--- src/inc/ccm_defs.svh ---
// constants of the card controller misc configuration block:
// offsets, field positions, reset values and timing figures.
// assumes byte offsets in configuration space, data on a 32-bit word.
`ifndef CCM_DEFS_SVH
`define CCM_DEFS_SVH

// ==========================================
// register offsets (byte addresses)
`define CCM_SYSCTL_OFS    8'h80
`define CCM_DEBOUNCE_OFS  8'h84
`define CCM_GENCTL_OFS    8'h86

// ==========================================
// system control low bits
`define CCM_SC_PARITY_BIT 4
`define CCM_SC_SUPPLY_BIT 2
`define CCM_SC_KEEP_BIT   1
`define CCM_SC_WAKE_BIT   0
`define CCM_SC_ACT_BIT    13

// ==========================================
// general control bits
`define CCM_GC_QUERY_BIT  13
`define CCM_GC_LIMIT_BIT  12
`define CCM_GC_BASE_BIT   11
`define CCM_GC_PSW_BIT    10
`define CCM_GC_REV23_BIT  7
`define CCM_GC_FLASH_BIT  5
`define CCM_GC_SKTB_BIT   4
`define CCM_GC_FW_BIT     3
`define CCM_GC_ARB_LSB    0

// ==========================================
// reset values
`define CCM_DEBOUNCE_RST  8'h19
`define CCM_GENCTL_RST    16'h0080

// ==========================================
// timing
`define CCM_CLK_PERIOD_NS 100
`define CCM_DEB_STEP_NS   2000000

`endif

--- src/inc/ccm_pkg.sv ---
// types of the card controller misc configuration block.
// assumes nothing beyond a SystemVerilog compiler.
package ccm_pkg;

  // ==========================================
  // top-level arbitration modes
  typedef enum logic [1:0] {
    CCM_ARB_FIREWIRE = 2'h0,
    CCM_ARB_FLASH    = 2'h2,
    CCM_ARB_ROBIN    = 2'h3
  } ccm_arb_t;

  // ==========================================
  // debounce states, one-hot
  typedef enum logic [1:0] {
    CCM_DBN_STABLE = 2'h1,
    CCM_DBN_WAIT   = 2'h2
  } ccm_dbn_state_t;

endpackage : ccm_pkg

--- src/rtl/ccm_debounce.sv ---
// card-detect debouncer: holds a new level for a programmed number
// of step ticks before passing it on.
// assumes din is already synchronised to clk and tick is a one-cycle pulse.
`timescale 1ns/1ps
`default_nettype none
module ccm_debounce (
  input  wire logic       clk,
  input  wire logic       rst_n,
  input  wire logic       tick,
  input  wire logic       din,
  input  wire logic [7:0] interval,
  output var  logic       dout_q
);

  ccm_pkg::ccm_dbn_state_t state_q;
  logic [7:0]              count_q;

  // ==========================================
  // state and counter
  // interval in step ticks
  always_ff @(posedge clk or negedge rst_n) begin
    if (!rst_n) begin
      state_q <= ccm_pkg::CCM_DBN_STABLE;
      count_q <= 8'h00;
      dout_q  <= 1'b0;
    end else begin
      case (state_q)
        ccm_pkg::CCM_DBN_STABLE: begin
          if (din != dout_q) begin
            if (interval == 8'h00) begin
              dout_q <= din;
            end else begin
              state_q <= ccm_pkg::CCM_DBN_WAIT;
              count_q <= 8'h00;
            end
          end
        end
        ccm_pkg::CCM_DBN_WAIT: begin
          if (din == dout_q) begin
            state_q <= ccm_pkg::CCM_DBN_STABLE; // bounce: give up
          end else if (tick) begin
            if (count_q + 8'h01 >= interval) begin
              dout_q  <= din;
              state_q <= ccm_pkg::CCM_DBN_STABLE;
            end
            count_q <= count_q + 8'h01;
          end
        end
        default: begin
          state_q <= ccm_pkg::CCM_DBN_STABLE;
        end
      endcase
    end
  end
endmodule : ccm_debounce
`default_nettype wire

--- src/rtl/ccm_regs.sv ---
// card controller misc configuration registers: system control low
// bits, card-detect debounce and general control, plus the wake pin mux.
// assumes single-cycle configuration accesses on sys_clk, byte enables
// over a 32-bit word, and a 10 MHz clock.
// Behaviour
// - parity enable bit 4 routes card data parity errors to system error.
// - reserved bits read zero; general control bits 15-14 do nothing.
// - legacy supply bit 2 reads 0 for 3.3 V, 1 for 5 V.
// - keep-alive bit holds both system and card bus clocks running.
// - output select 1 drives wake event onto the shared pin.
// - select 0 with ring enable 1 drives ring indicate onto the pin.
// - select 0 and ring enable 0 floats the shared pin.
// - control bits clear only on global reset.
// - debounce register sets card-detect debounce in 2 ms steps.
// - debounce register resets to 19h, fifty milliseconds, global reset only.
// - general control bit 13 shortens the card-type query time.
// - bit 12 forces I/O limit bit 0 for both card functions.
// - bit 11 forces I/O base bit 0 for both card functions.
// - bit 10 selects 1.8 V switch when 0, 12 V switch when 1.
// - general control bit 7 always reads 1.
// - bits 5, 4, 3 switch off flash, second socket, firewire functions.
// - arbitration field 00 firewire, 10 flash, 11 round robin.
// - socket activity flag sets on card access, clears on read.
`include "ccm_defs.svh"
`timescale 1ns/1ps
`default_nettype none
module ccm_regs #(
  parameter int DEB_STEP_CYC = `CCM_DEB_STEP_NS / `CCM_CLK_PERIOD_NS
) (
  input  wire logic        sys_clk,
  input  wire logic        rstn,
  input  wire logic [2:0]  cfg_func,
  input  wire logic        cfg_rd,
  input  wire logic        cfg_wr,
  input  wire logic [7:0]  cfg_addr,
  input  wire logic [3:0]  cfg_be,
  input  wire logic [31:0] cfg_wdata,
  output var  logic [31:0] cfg_rdata_q,
  output var  logic        cfg_rvalid_q,
  input  wire logic        legacy_supply_select,
  input  wire logic        cb_parity_err,
  input  wire logic        socket_access,
  input  wire logic        ring_indicate_enable,
  input  wire logic        ring_indicate_output,
  input  wire logic        pme_event,
  input  wire logic        media_card_detect_n,
  output var  logic        serr_req_q,
  output var  logic        pclk_keep_q,
  output var  logic        card_bus_clock_keep_q,
  output var  logic        shared_wake_ring_pin_o_q,
  output var  logic        shared_wake_ring_pin_oe_q,
  output logic             media_card_present_q,
  output var  logic        query_shorten_q,
  output var  logic        io_limit_bit0_q,
  output var  logic        io_base_bit0_q,
  output var  logic        power_switch_type_select_q,
  output var  logic        flash_function_off_q,
  output var  logic        second_socket_off_q,
  output var  logic        firewire_function_off_q,
  output var  logic [1:0]  top_arbitration_select_q
);
  // ==========================================
  // arbitration decode: unknown code falls back to firewire priority
  function automatic ccm_pkg::ccm_arb_t arb_decode(input logic [1:0] code);
    case (code)
      2'h2:    arb_decode = ccm_pkg::CCM_ARB_FLASH;
      2'h3:    arb_decode = ccm_pkg::CCM_ARB_ROBIN;
      default: arb_decode = ccm_pkg::CCM_ARB_FIREWIRE;
    endcase
  endfunction : arb_decode

  // word match on address bits 7:2, shared by write, read and check decode
  function automatic logic word_hit(input logic [7:0] addr, input logic [7:0] ofs);
    word_hit = (addr[7:2] == ofs[7:2]);
  endfunction : word_hit
  // ==========================================
  // reset synchroniser
  logic [1:0] rst_sync_q;
  logic       rst_n_q;
  // release reset through two flops
  always_ff @(posedge sys_clk or negedge rstn) begin
    if (!rstn) begin
      rst_sync_q <= 2'h0;
    end else begin
      rst_sync_q <= {rst_sync_q[0], 1'b1};
    end
  end
  assign rst_n_q = rst_sync_q[1];
  // ==========================================
  // register storage
  logic       cardbus_parity_report_en_q;
  logic       clock_keepalive_q;
  logic       wake_pin_output_select_q;
  logic       socket_activity_flag_q;
  logic [7:0] debounce_q;
  logic       gc_query_q;
  logic       gc_limit_q;
  logic       gc_base_q;
  logic       gc_psw_q;
  logic       gc_flash_q;
  logic       gc_sktb_q;
  logic       gc_fw_q;
  logic [1:0] gc_arb_q;
  logic       wr_sysctl;
  logic       wr_dbn;
  logic       rd_sysctl;
  // word decode of the two mapped words
  assign wr_sysctl = cfg_wr && word_hit(cfg_addr, `CCM_SYSCTL_OFS);
  assign wr_dbn    = cfg_wr && word_hit(cfg_addr, `CCM_DEBOUNCE_OFS);
  assign rd_sysctl = cfg_rd && word_hit(cfg_addr, `CCM_SYSCTL_OFS);
  // system control low bits
  // cleared by global reset only
  always_ff @(posedge sys_clk or negedge rst_n_q) begin
    if (!rst_n_q) begin
      cardbus_parity_report_en_q <= 1'b0;
      clock_keepalive_q          <= 1'b0;
      wake_pin_output_select_q   <= 1'b0;
    // shared bits written from function 0 only
    end else if (wr_sysctl && cfg_be[0] && cfg_func == 3'h0) begin
      cardbus_parity_report_en_q <= cfg_wdata[`CCM_SC_PARITY_BIT];
      clock_keepalive_q          <= cfg_wdata[`CCM_SC_KEEP_BIT];
      wake_pin_output_select_q   <= cfg_wdata[`CCM_SC_WAKE_BIT];
    end
  end
  // socket activity flag
  // access sets, read clears, set wins
  always_ff @(posedge sys_clk or negedge rst_n_q) begin
    if (!rst_n_q) begin
      socket_activity_flag_q <= 1'b0;
    end else if (socket_access) begin
      socket_activity_flag_q <= 1'b1;
    end else if (rd_sysctl && cfg_be[1]) begin
      socket_activity_flag_q <= 1'b0;
    end
  end
  // debounce register
  // resets to 19h on global reset only
  always_ff @(posedge sys_clk or negedge rst_n_q) begin
    if (!rst_n_q) begin
      debounce_q <= `CCM_DEBOUNCE_RST;
    end else if (wr_dbn && cfg_be[0]) begin
      debounce_q <= cfg_wdata[7:0];
    end
  end
  // general control register, bytes 2 and 3 of the word
  // bits 15-14 are not stored and steer nothing
  always_ff @(posedge sys_clk or negedge rst_n_q) begin
    if (!rst_n_q) begin
      gc_query_q <= 1'b0;
      gc_limit_q <= 1'b0;
      gc_base_q  <= 1'b0;
      gc_psw_q   <= 1'b0;
      gc_flash_q <= 1'b0;
      gc_sktb_q  <= 1'b0;
      gc_fw_q    <= 1'b0;
      gc_arb_q   <= 2'h0;
    end else begin
      if (wr_dbn && cfg_be[2]) begin
        gc_flash_q <= cfg_wdata[16 + `CCM_GC_FLASH_BIT];
        gc_sktb_q  <= cfg_wdata[16 + `CCM_GC_SKTB_BIT];
        gc_fw_q    <= cfg_wdata[16 + `CCM_GC_FW_BIT];
        gc_arb_q   <= cfg_wdata[17:16];
      end
      if (wr_dbn && cfg_be[3]) begin
        gc_query_q <= cfg_wdata[16 + `CCM_GC_QUERY_BIT];
        gc_limit_q <= cfg_wdata[16 + `CCM_GC_LIMIT_BIT];
        gc_base_q  <= cfg_wdata[16 + `CCM_GC_BASE_BIT];
        gc_psw_q   <= cfg_wdata[16 + `CCM_GC_PSW_BIT];
      end
    end
  end
  // ==========================================
  // read path
  logic [31:0] rd_word;
  logic [15:0] gc_word;
  // assemble the read word; unmapped words read zero
  always_comb begin
    gc_word = 16'h0000;
    gc_word[`CCM_GC_QUERY_BIT] = gc_query_q;
    gc_word[`CCM_GC_LIMIT_BIT] = gc_limit_q;
    gc_word[`CCM_GC_BASE_BIT]  = gc_base_q;
    gc_word[`CCM_GC_PSW_BIT]   = gc_psw_q;
    // revision conformance bit tied to 1
    gc_word[`CCM_GC_REV23_BIT] = 1'b1;
    gc_word[`CCM_GC_FLASH_BIT] = gc_flash_q;
    gc_word[`CCM_GC_SKTB_BIT]  = gc_sktb_q;
    gc_word[`CCM_GC_FW_BIT]    = gc_fw_q;
    gc_word[1:0]               = gc_arb_q;
    rd_word = 32'h0000_0000;
    if (word_hit(cfg_addr, `CCM_SYSCTL_OFS)) begin
      rd_word[`CCM_SC_PARITY_BIT] = cardbus_parity_report_en_q;
      // supply bit mirrors the selected supply
      rd_word[`CCM_SC_SUPPLY_BIT] = legacy_supply_select;
      rd_word[`CCM_SC_KEEP_BIT]   = clock_keepalive_q;
      rd_word[`CCM_SC_WAKE_BIT]   = wake_pin_output_select_q;
      rd_word[`CCM_SC_ACT_BIT]    = socket_activity_flag_q;
    end else if (word_hit(cfg_addr, `CCM_DEBOUNCE_OFS)) begin
      // reserved byte and bits stay zero
      rd_word = {gc_word, 8'h00, debounce_q};
    end
  end
  // registered read answer, one cycle after the request
  always_ff @(posedge sys_clk or negedge rst_n_q) begin
    if (!rst_n_q) begin
      cfg_rdata_q  <= 32'h0000_0000;
      cfg_rvalid_q <= 1'b0;
    end else begin
      cfg_rvalid_q <= cfg_rd;
      if (cfg_rd) begin
        cfg_rdata_q <= rd_word;
      end
    end
  end
  // ==========================================
  // control outputs
  // parity error reported when enabled
  always_ff @(posedge sys_clk or negedge rst_n_q) begin
    if (!rst_n_q) begin
      serr_req_q <= 1'b0;
    end else begin
      serr_req_q <= cb_parity_err && cardbus_parity_report_en_q;
    end
  end
  // hold both clocks while keep-alive is set
  always_ff @(posedge sys_clk or negedge rst_n_q) begin
    if (!rst_n_q) begin
      pclk_keep_q           <= 1'b0;
      card_bus_clock_keep_q <= 1'b0;
    end else begin
      pclk_keep_q           <= clock_keepalive_q;
      card_bus_clock_keep_q <= clock_keepalive_q;
    end
  end
  // shared wake / ring pin mux
  always_ff @(posedge sys_clk or negedge rst_n_q) begin
    if (!rst_n_q) begin
      shared_wake_ring_pin_o_q  <= 1'b0;
      shared_wake_ring_pin_oe_q <= 1'b0;
    end else if (wake_pin_output_select_q) begin
      shared_wake_ring_pin_o_q  <= pme_event;
      shared_wake_ring_pin_oe_q <= 1'b1;
    end else if (ring_indicate_enable) begin
      shared_wake_ring_pin_o_q  <= ring_indicate_output;
      shared_wake_ring_pin_oe_q <= 1'b1;
    end else begin
      shared_wake_ring_pin_o_q  <= 1'b0;
      shared_wake_ring_pin_oe_q <= 1'b0;
    end
  end
  // general control outputs
  always_ff @(posedge sys_clk or negedge rst_n_q) begin
    if (!rst_n_q) begin
      query_shorten_q            <= 1'b0;
      io_limit_bit0_q            <= 1'b0;
      io_base_bit0_q             <= 1'b0;
      power_switch_type_select_q <= 1'b0;
      flash_function_off_q       <= 1'b0;
      second_socket_off_q        <= 1'b0;
      firewire_function_off_q    <= 1'b0;
      top_arbitration_select_q   <= ccm_pkg::CCM_ARB_FIREWIRE;
    end else begin
      query_shorten_q            <= gc_query_q;
      io_limit_bit0_q            <= gc_limit_q;
      io_base_bit0_q             <= gc_base_q;
      power_switch_type_select_q <= gc_psw_q;
      flash_function_off_q       <= gc_flash_q;
      second_socket_off_q        <= gc_sktb_q;
      firewire_function_off_q    <= gc_fw_q;
      top_arbitration_select_q   <= arb_decode(gc_arb_q);
    end
  end
  // ==========================================
  // card-detect input: three flops, level taken when last two agree
  logic [2:0] cd_sync_q;
  logic       cd_level_q;
  logic [23:0] step_cnt_q;
  logic        step_tick_q;
  always_ff @(posedge sys_clk or negedge rst_n_q) begin
    if (!rst_n_q) begin
      cd_sync_q  <= 3'h7;
      cd_level_q <= 1'b0;
    end else begin
      cd_sync_q <= {cd_sync_q[1:0], media_card_detect_n};
      if (cd_sync_q[1] == cd_sync_q[2]) begin
        cd_level_q <= !cd_sync_q[2]; // present when detect is low
      end
    end
  end
  // 2 ms step divider
  always_ff @(posedge sys_clk or negedge rst_n_q) begin
    if (!rst_n_q) begin
      step_cnt_q  <= 24'h00_0000;
      step_tick_q <= 1'b0;
    end else if (step_cnt_q == 24'(DEB_STEP_CYC - 1)) begin
      step_cnt_q  <= 24'h00_0000;
      step_tick_q <= 1'b1;
    end else begin
      step_cnt_q  <= step_cnt_q + 24'h00_0001;
      step_tick_q <= 1'b0;
    end
  end
  ccm_debounce u_debounce (
    .clk      (sys_clk),
    .rst_n    (rst_n_q),
    .tick     (step_tick_q),
    .din      (cd_level_q),
    .interval (debounce_q),
    .dout_q   (media_card_present_q)
  );
endmodule : ccm_regs
`default_nettype wire

--- config.mk ---
export PLATFORM = sky130hd
export DESIGN_NAME = ccm_regs
export DESIGN_NICKNAME = d
export VERILOG_FILES = /design/src/inc/ccm_pkg.sv /design/src/rtl/ccm_debounce.sv /design/src/rtl/ccm_regs.sv
export VERILOG_INCLUDE_DIRS = /design/src /design/src/inc
export SDC_FILE = /design/constraint.sdc
export NUM_CORES = 1
export LEC_CHECK = 0
export BUFFER_PORTS_ARGS = -buffer_cell sky130_fd_sc_hd__buf_4
export CAP_MARGIN = 10
export CORE_ASPECT_RATIO = 1.25
export CORE_MARGIN = 8
export CORE_UTILIZATION = 45
export DETAILED_ROUTE_END_ITERATION = 16
export PLACE_DENSITY = 0.69
export SYNTH_ARGS = -nofsm -noshare
export SYNTH_HDL_FRONTEND = slang
export SYNTH_SLANG_ARGS = --single-unit
--- constraint.sdc ---
create_clock -name sys_clk -period 4.41 [get_ports sys_clk]
set_input_delay 0.2205 -clock sys_clk [delete_from_list [all_inputs] [get_ports sys_clk]]
set_output_delay 0.2205 -clock sys_clk [all_outputs]
set_load 0.01 [all_outputs]
After elaboration in Yosys (flattened, before gate mapping) --
Cells that the tools add are included.
Word-level totals: register bits after elaboration 109, input bits 58, output and inout port bits 48, logic and storage cells 107
Cells by class: $add $sub $neg 2, magnitude comparators 1, eq/ne operators 18, mux-type cells 33, reduce and logical (&&, ||, !) cells 18
Operator list (count):
- 2-to-1 mux 8 bit | 5
- 2-to-1 mux 30 bit | 1
- adder 24 x 1 -> 24 bit, second input constant | 1
- equality test 24 x 15 -> 1 bit, second input constant | 1
- 2-to-1 mux 24 bit | 1
- 2-to-1 mux 18 bit | 1
- one-hot mux 8 bit (2 select lines) | 1
- 2-to-1 mux 1 bit | 15
- equality test 6 bit, second input constant | 2
- logical AND 1 bit | 10
- 2-to-1 mux 2 bit | 5
- adder 8 x 1 -> 8 bit, second input constant | 1
- >= comparator 8 bit | 1
- logical NOT 8 bit | 1
- one-hot mux 2 bit (2 select lines) | 2
- equality test 2 bit, second input constant | 3
- != test 2 x 1 -> 1 bit, second input constant | 3
- != test 2 bit, second input constant | 3
- AND reduction 6 bit | 1
- AND reduction 5 bit | 1
- AND reduction 4 bit | 1
- nonzero test 2 bit | 2
- logical NOT 3 bit | 1
- 2-to-1 mux 3 bit | 1
- other kinds (7) | 8

Logic depth before layout (Yosys ltp) --
Gate-level depths: netlist of run 1.
word-level depth 6, gate-level depth with buffers 9, depth with buffers taken out 9

Cells and area by module --
A second synthesis of run 1 with hierarchy kept.
Unflattened totals: cells, all modules 353, area, all modules 4271.6 um2
Modules (own cells, without submodules):
- ccm_regs | times used 1, cells each 261, area an instance 3397.0 um2, sequential area each 2134.5 um2
- ccm_debounce | times used 1, cells each 92, area an instance 874.6 um2, sequential area each 276.5 um2

Least setup slack after synthesis of run 1 --
No wires, ideal clock.
kind register to register, from reg u_debounce.count_q[0], to reg u_debounce.state_q[1], arrival time 1.925 ns, required time 4.286 ns, slack 2.361 ns, stages on the path, launching flop included 10, buffers on the path 0, path through dfrtp_1 > ha_1 > and3_1 > nand3_1 > xnor2_1 > ha_1 > nand2_1 > o211ai_1 > a31oi_1 > o31a_1
On the way: longest elaborated chain between the ends 4
Ends and longest elaborated chain:
- from (decl) | RTL line ccm_debounce.sv:16 | logic [7:0] count_q;
- from (signal assigned) | RTL line ccm_debounce.sv:46 | count_q <= count_q + 8'h01;
- adder 8 x 1 -> 8 bit | RTL line ccm_debounce.sv:42 | if (count_q + 8'h01 >= interval) begin
- >= comparator 8 bit | RTL line ccm_debounce.sv:42
- != test 3 x 1 -> 1 bit (no line)
- AND reduction 4 bit (no line)
- to (signal assigned) | RTL line ccm_debounce.sv:40 | state_q <= ccm_pkg::CCM_DBN_STABLE;
- to (signal assigned) | RTL line ccm_debounce.sv:44 | state_q <= ccm_pkg::CCM_DBN_STABLE;
- to (signal assigned) | RTL line ccm_debounce.sv:50 | state_q <= ccm_pkg::CCM_DBN_STABLE;
- to (decl) | RTL line ccm_debounce.sv:15 | ccm_pkg::ccm_dbn_state_t state_q;
No other way between the ends. A chain may end at the register's enable or synchronous reset.

Final worst setup path of run 1 --
from reg u_debounce.count_q[0], to reg u_debounce.dout_q
On the way: longest elaborated chain between the ends 4
Ends and longest elaborated chain:
- adder 8 x 1 -> 8 bit | RTL line ccm_debounce.sv:42
- >= comparator 8 bit | RTL line ccm_debounce.sv:42
- != test 2 x 1 -> 1 bit (no line)
- AND reduction 6 bit (no line)
- to (signal assigned) | RTL line ccm_debounce.sv:31 | dout_q <= din;
- to (signal assigned) | RTL line ccm_debounce.sv:43 | dout_q <= din;
- to (decl) | RTL line ccm_debounce.sv:12 | output var logic dout_q
No other way between the ends.

==> impl_metrics.py, run 1 <==
metrics = {
    "yosys": {
        "synthTopCellsByArea": "dfrtp_1 52%, mux2_2 5.8%, dfstp_2 4.3%, xnor2_1 4.1%, nand3_1 3.4%",
        "synthTopCellsByCount": "89 x dfrtp_1, 29 x nand3_1, 27 x inv_1",
        "synth-edff-count": 0,
        "yosys.area.top_type": "dfrtp_1",
        "synth_top_area_share_pct": 52.3,
        "ys_seq_area_share_pct": 56.7,
        "ys_ff_latch": 96,
        "synth_cell_types": 54,
        "async_flop_share_pct": 100,
        "synth_top_flop_cell": "dfrtp_1",
        "synth_most_common_cell": "dfrtp_1",
        "postSynthAreaPerCell_um2": 11.6,
        "ys_warn_count": 0,
        "syn_area_um2": 4260,
        "postSynthCellCount": 368,
    },
    "routing": {
        "vias_per_cell": 5.05,
        "wl_per_cell_um": 15.2,
        "postRouteAntennaNets": 0,
        "route.detailed.drc": 0,
        "vias": 2906,
        "dr.pass1.iters": 4,
        "drt-total-wl_um": 8730,
        "drt_iter0_drc": 117,
    },
    "power_and_ir_drop": {
        "p_per_area_nw_per_um2": 388,
        "leakagePower_nw": 2.47,
        "vdd_drop_max_v": 0.000224,
        "p_total_mw": 2.04,
    },
    "timing": {
        "period_share_pct": 52.3,
        "min_period_ns": 2.31,
        "slew_viol_final": 0,
        "relSlewSlack_pct": 44.7,
        "hold_viol_final": 0,
        "setup_viol": 0,
        "clock.fmax_ghz": 0.434,
        "worst_slew_pin_slew_ns": 0.823,
        "finalSetupTns_ns": 0,
        "rsz0062_at_grt": "no",
        "fin_skew_ns": 0.00674,
    },
    "clocking": {
        "clock_sinks": 96,
        "cts-root-buf": "clkbuf_16",
        "post_cts_resized": 0,
        "cts_max_path_buffers": 2,
        "cts_buffers": 9,
        "post_cts_buffers": 0,
        "cts_tree": "yes",
        "htree_num_levels": 3,
        "clkTransAtPathRegs_ns": 0.06,
        "clock_latency_ns": 0.34,
    },
    "worst_setup_path": {
        "crit_top_cell": "ha_1",
        "crit_path_top_delay_cell": "dfrtp_1",
        "cp_top_family": "compound AO/OA/AOI/OAI gates",
        "rr_worst_depth": 9,
        "reg2reg_slack_ns": 2.10,
        "worstPathMaxFanout": 5,
        "timing.rr.end": "u_debounce.dout_q",
        "arrival_ns": 2.50,
        "crit_start": "u_debounce.count_q[0]",
        "path_cells": "ha_1 > and3_1 > nand3_1 > xnor2_1 > ha_1 > nand2_1 > o211ai_1 > a31oi_1 > o311ai_0",
        "reg2reg_from": "u_debounce.count_q[0]",
        "required_ns": 4.60,
        "crit_buf_inv": 0,
        "path_class": "reg2reg",
        "cpPeakStageDelay_ns": 0.43,
        "worst_setup_path_start_kind": "flip-flop",
        "cp-end-kind": "flip-flop",
    },
    "grt": {
        "grt.overflow.total": 0,
        "grt_max_degree": 53,
        "grtUsageTotal_pct": 14.0,
        "antenna_found_initial": 0,
        "grt_pass1_wl_um": 14400,
        "grt_pass1_vias": 3082,
    },
    "die": {
        "initial_core_util_pct": 46.4,
        "dieArea_um2": 12800,
        "dieWidth_um": 103,
        "rows": 39,
        "core-area_um2": 9170,
        "ios": 106,
        "die_y_um": 125,
    },
    "layout": {
        "stdcell_area_um2": 5250,
        "syn_to_final_growth_pct": 23.3,
        "multi_input_area_um2": 1640,
        "n_antenna_cell": 0,
        "register_area_um2": 2410,
        "drive_above_1_share_pct": 28.9,
        "nets": 516,
        "fill_cells": 808,
    },
    "placement": {
        "place_congestion": 0.774,
        "port_buffers": 75,
        "placed_area_um2": 4890,
        "hpwl_um": 6300,
    },
    "worst_hold_path": {
        "hold_end": "socket_activity_flag_q",
        "min_from": "socket_access",
        "hp-class": "in2reg",
        "whs_path_depth": 2,
    },
    "job": {
        "drv_cap": 0,
    },
    "run_status": {
        "status": "completed",
    },
}
[worst max-delay path by stage]
stage,to,cells past startpoint
floorplan,card_bus_clock_keep_q,0
global placement,u_debounce.dout_q,9
detailed placement,u_debounce.dout_q,9
CTS,u_debounce.dout_q,9
global route,u_debounce.dout_q,9
finish,u_debounce.dout_q,9
[cells by family after synthesis]
logic type | synth area share, %
flops | 56.7
compound gates | 7.62
buf+inv | 5.76
xor+xnor | 5.76
other cells | 0.176
mux | 6.06
fa+ha+maj | 2.94
simple gates | 15.0
[registers in the layout, summed over array words and instances (netlist names), 2 cells and up]
| signal | flops |
|---|---|
| cfg_rdata_q | 19 |
| u_debounce.state_q | 2 |
| debounce_q | 8 |
| rst_sync_q | 2 |
| gc_arb_q | 2 |
| step_cnt_q | 24 |
| top_arbitration_select_q | 2 |
| u_debounce.count_q | 8 |
| cd_sync_q | 3 |
[placed cells by master (no fill, tap or decap), types with 9 or more instances in the layout]
cell        n
nor2_1     17
o21ai_0    18
nand2_1    18
xnor2_1    20
inv_1      27
buf_4      77
clkbuf_16   9
dfrtp_1    88
conb_1     14
ha_1       10
nand3_1    29
mux2_2     22
[worst reg2reg max path: stages, from the launching register on]
cell and delay (ns):
dfrtp_1 0.43, ha_1 0.25, and3_1 0.23, nand3_1 0.11, xnor2_1 0.24, ha_1 0.28
nand2_1 0.08, o211ai_1 0.11, a31oi_1 0.28, o311ai_0 0.17
[area by class of cell]
| cell class | instances | share of cell area, % |
|---|---|---|
| clock buffer | 11 | 4.43 |
| clock inverter | 5 | 1.98 |
| inverter | 27 | 1.93 |
| multi-input combinational | 235 | 31.3 |
| sequential | 96 | 46.0 |
| tap | 123 | 2.93 |
| timing repair buffer | 79 | 11.4 |
[routing by layer]
layer / vias to the layer above / wire [um] / global-route usage, %
li1: 1413 / - / -
met1: 1408 / 3820 / 17.3
met2: 75 / 4120 / 22.8
met3: 10 / 654 / 2.63
met4: 0 / 130 / 6.15
met5: - / 0 / 0
[power by group]
group | internal [mW] | switching, mW
combinational | 0.0950 | 0.102
sequential | 0.927 | 0.0410
clock | 0.555 | 0.314
[per-stage QoR]
| step | cells | setup WS (ns) | util (%) | hold slack (ns) |
|---|---|---|---|---|
| 6_report | 576 | 2.10 | 57.2 | 0.0708 |
| 5_1_grt | 576 | 1.87 | 57.2 | 0.0867 |
| 4_1_cts | 576 | 2.09 | 57.2 | 0.0602 |
| 3_5_place_dp | 558 | 2.10 | 53.3 | 0.00289 |
| 3_3_place_gp | 558 | 2.18 | 53.3 | 0.00322 |
| 2_1_floorplan | 380 | 1.55 | - | -0.0751 |
[what timing repair did]
item                                    4_1_cts  5_1_grt
hold buffers                                  2        0
endpoints found under the hold margin         3        0
endpoints found under the setup margin        0        0
Note: power is estimated with default switching activity, not from simulation.
==> run 2: changes to the inputs <==
--- a/config.mk
+++ b/config.mk
@@ -12,7 +12,7 @@
 export CORE_MARGIN = 8
 export CORE_UTILIZATION = 45
 export DETAILED_ROUTE_END_ITERATION = 16
-export PLACE_DENSITY = 0.69
+export PLACE_DENSITY = 0.72
 export SYNTH_ARGS = -nofsm -noshare
 export SYNTH_HDL_FRONTEND = slang
 export SYNTH_SLANG_ARGS = --single-unit
==> constraint.sdc (replaced) <==
create_clock -name sys_clk -period 1.93 [get_ports sys_clk]
set_input_delay 0.0965 -clock sys_clk [delete_from_list [all_inputs] [get_ports sys_clk]]
set_output_delay 0.0965 -clock sys_clk [all_outputs]
set_load 0.01 [all_outputs]
==> run 2 against run 1 <==
Against the previous run:
- flip-flop and latch count stayed put
- clock power is 110% higher
- maximum frequency is 11% higher
- critical endpoint is now u_debounce.state_q[1]
- total power is 130% higher
- the flow now finishes with violations (negative setup slack)
==> impl_metrics.py, run 2 (synthesis results as in run 1) <==
metrics = {
    "routing": {
        "vias_per_cell": 5.04,
        "postRouteAntennaNets": 0,
        "drt-total-wl_um": 9610,
        "wl_per_cell_um": 15.5,
        "route.detailed.drc": 0,
        "vias": 3129,
        "drt_iter0_drc": 104,
        "dr.pass1.iters": 4,
    },
    "power_and_ir_drop": {
        "p_per_area_nw_per_um2": 811,
        "swShare_pct": 24.8,
        "leakagePower_nw": 2.69,
        "internal_power_mw": 3.46,
        "pwr-share-comb_pct": 12.7,
        "power_switching_mw": 1.14,
        "pwr-share-clk_pct": 39.5,
        "p_total_mw": 4.59,
        "seqPwrFrac_pct": 47.8,
        "vdd_drop_max_v": 0.000582,
    },
    "die": {
        "core-area_um2": 9170,
        "dieWidth_um": 103,
        "ios": 106,
        "rows": 39,
        "dieArea_um2": 12800,
        "die_y_um": 125,
        "initial_core_util_pct": 46.4,
    },
    "clocking": {
        "clock_latency_ns": 0.34,
        "cts_max_path_buffers": 2,
        "cts_buffers": 9,
        "cts_tree": "yes",
        "cts-root-buf": "clkbuf_16",
        "clkTransAtPathRegs_ns": 0.07,
        "htree_num_levels": 3,
        "clock_sinks": 96,
    },
    "timing": {
        "relSlewSlack_pct": 56.6,
        "setup_viol": 3,
        "fin_skew_ns": 0.00592,
        "worst_slew_pin_slew_ns": 0.645,
        "clock.fmax_ghz": 0.483,
        "finalWorstSetupSlack_ns": -0.140,
        "rsz0062_at_grt": "yes",
        "slew_viol_final": 0,
        "hold_viol_final": 0,
        "min_period_ns": 2.07,
        "period_share_pct": 107,
        "finalSetupTns_ns": -0.360,
        "whs_ns": 0.0650,
    },
    "worst_setup_path": {
        "worst_setup_path_start_kind": "flip-flop",
        "path_class": "reg2reg",
        "crit_path_top_delay_cell": "dfrtp_1",
        "reg2reg_slack_ns": -0.14,
        "crit_buf_inv": 0,
        "required_ns": 2.16,
        "worstPathMaxFanout": 4,
        "cpPeakStageDelay_ns": 0.41,
        "cp-end-kind": "flip-flop",
        "arrival_ns": 2.30,
        "path_cells": "ha_2 > and3_4 > nand3_2 > xnor2_2 > ha_1 > nand2_2 > o211ai_1 > a31oi_2 > o31a_1",
        "cp_top_family": "compound AO/OA/AOI/OAI gates",
        "reg2reg_from": "u_debounce.count_q[0]",
        "rr_worst_depth": 9,
        "timing.rr.end": "u_debounce.state_q[1]",
    },
    "run_status": {
        "status": "complete, but fails checks",
        "failed_checks": "negative setup slack",
    },
    "layout": {
        "top_regs": "step_cnt_q: 24 flops, cfg_rdata_q: 19 flops",
        "utilization_pct": 61.8,
        "top_register": "step_cnt_q",
        "syn_to_final_growth_pct": 33.1,
        "final_cell_mix": "99 x buf_4, 88 x dfrtp_1, 28 x nand3_1",
        "layout_commonest_cell": "buf_4",
        "drive_above_1_share_pct": 32.9,
        "layout.cells.non_filler": 621,
        "largest_reg_flops": 24,
        "n_antenna_cell": 0,
        "stdcell_area_um2": 5670,
        "nets": 561,
    },
    "grt": {
        "grt.overflow.total": 0,
        "grt_pass1_vias": 3332,
        "grt_pass1_wl_um": 15900,
        "grtUsageTotal_pct": 15.7,
        "grt_max_degree": 49,
        "antenna_found_initial": 0,
    },
    "placement": {
        "place_congestion": 0.840,
        "port_buffers": 75,
        "post-place-cells": 580,
        "placed_area_um2": 5080,
        "hpwl_um": 7000,
        "pre_cts_ws_ns": -0.119,
    },
    "worst_hold_path": {
        "hp-class": "in2async",
    },
    "job": {
        "drv_cap": 0,
    },
}
## run 2: what timing repair did
action,4_1_cts,5_1_grt
endpoints found under the hold margin,27,0
buffers inserted,0,1
cloned,0,0
resized for setup,2,4
pin swaps,1,8
hold buffers,24,0
endpoints found under the setup margin,3,3
## run 2: layout make-up
class	instances	area, um^2
inverter	27	101
multi-input combinational	235	1690
clock buffer	10	239
tap	123	154
fill	749	3510
sequential	96	2410
timing repair buffer	124	1000
clock inverter	6	67.6
## run 2: worst max-delay path by stage
| stage | startpoint | to | slack, ns | depth (start not counted) |
|---|---|---|---|---|
| detailed placement | u_debounce.count_q[0] | u_debounce.dout_q | -0.12 | 9 |
| CTS | u_debounce.count_q[0] | u_debounce.dout_q | -0.13 | 9 |
| floorplan | u_debounce.count_q[0] | u_debounce.state_q[1] | -0.04 | 9 |
| global placement | u_debounce.count_q[0] | u_debounce.dout_q | -0.07 | 9 |
| finish | u_debounce.count_q[0] | u_debounce.state_q[1] | -0.14 | 9 |
| global route | u_debounce.count_q[0] | u_debounce.dout_q | -0.25 | 9 |
## run 2: power by group through the flow
stage               clock, mW  combinational [mW]  sequential (mW)
floorplan                   0               0.259             2.26
global placement            0               0.520             2.23
detailed placement          0               0.536             2.24
CTS                      1.85               0.577             2.20
global route             1.92               0.646             2.21
finish                   1.81               0.584             2.20
## run 2: per-layer routing
layer  global-route usage, %  part of all wire, %  vias up
met4                    7.60                  2.6        0
li1                        -                    -     1512
met2                    26.9                   54       56
met3                    3.69                  4.5       19
met5                       0                    0        -
met1                    17.7                   39     1542
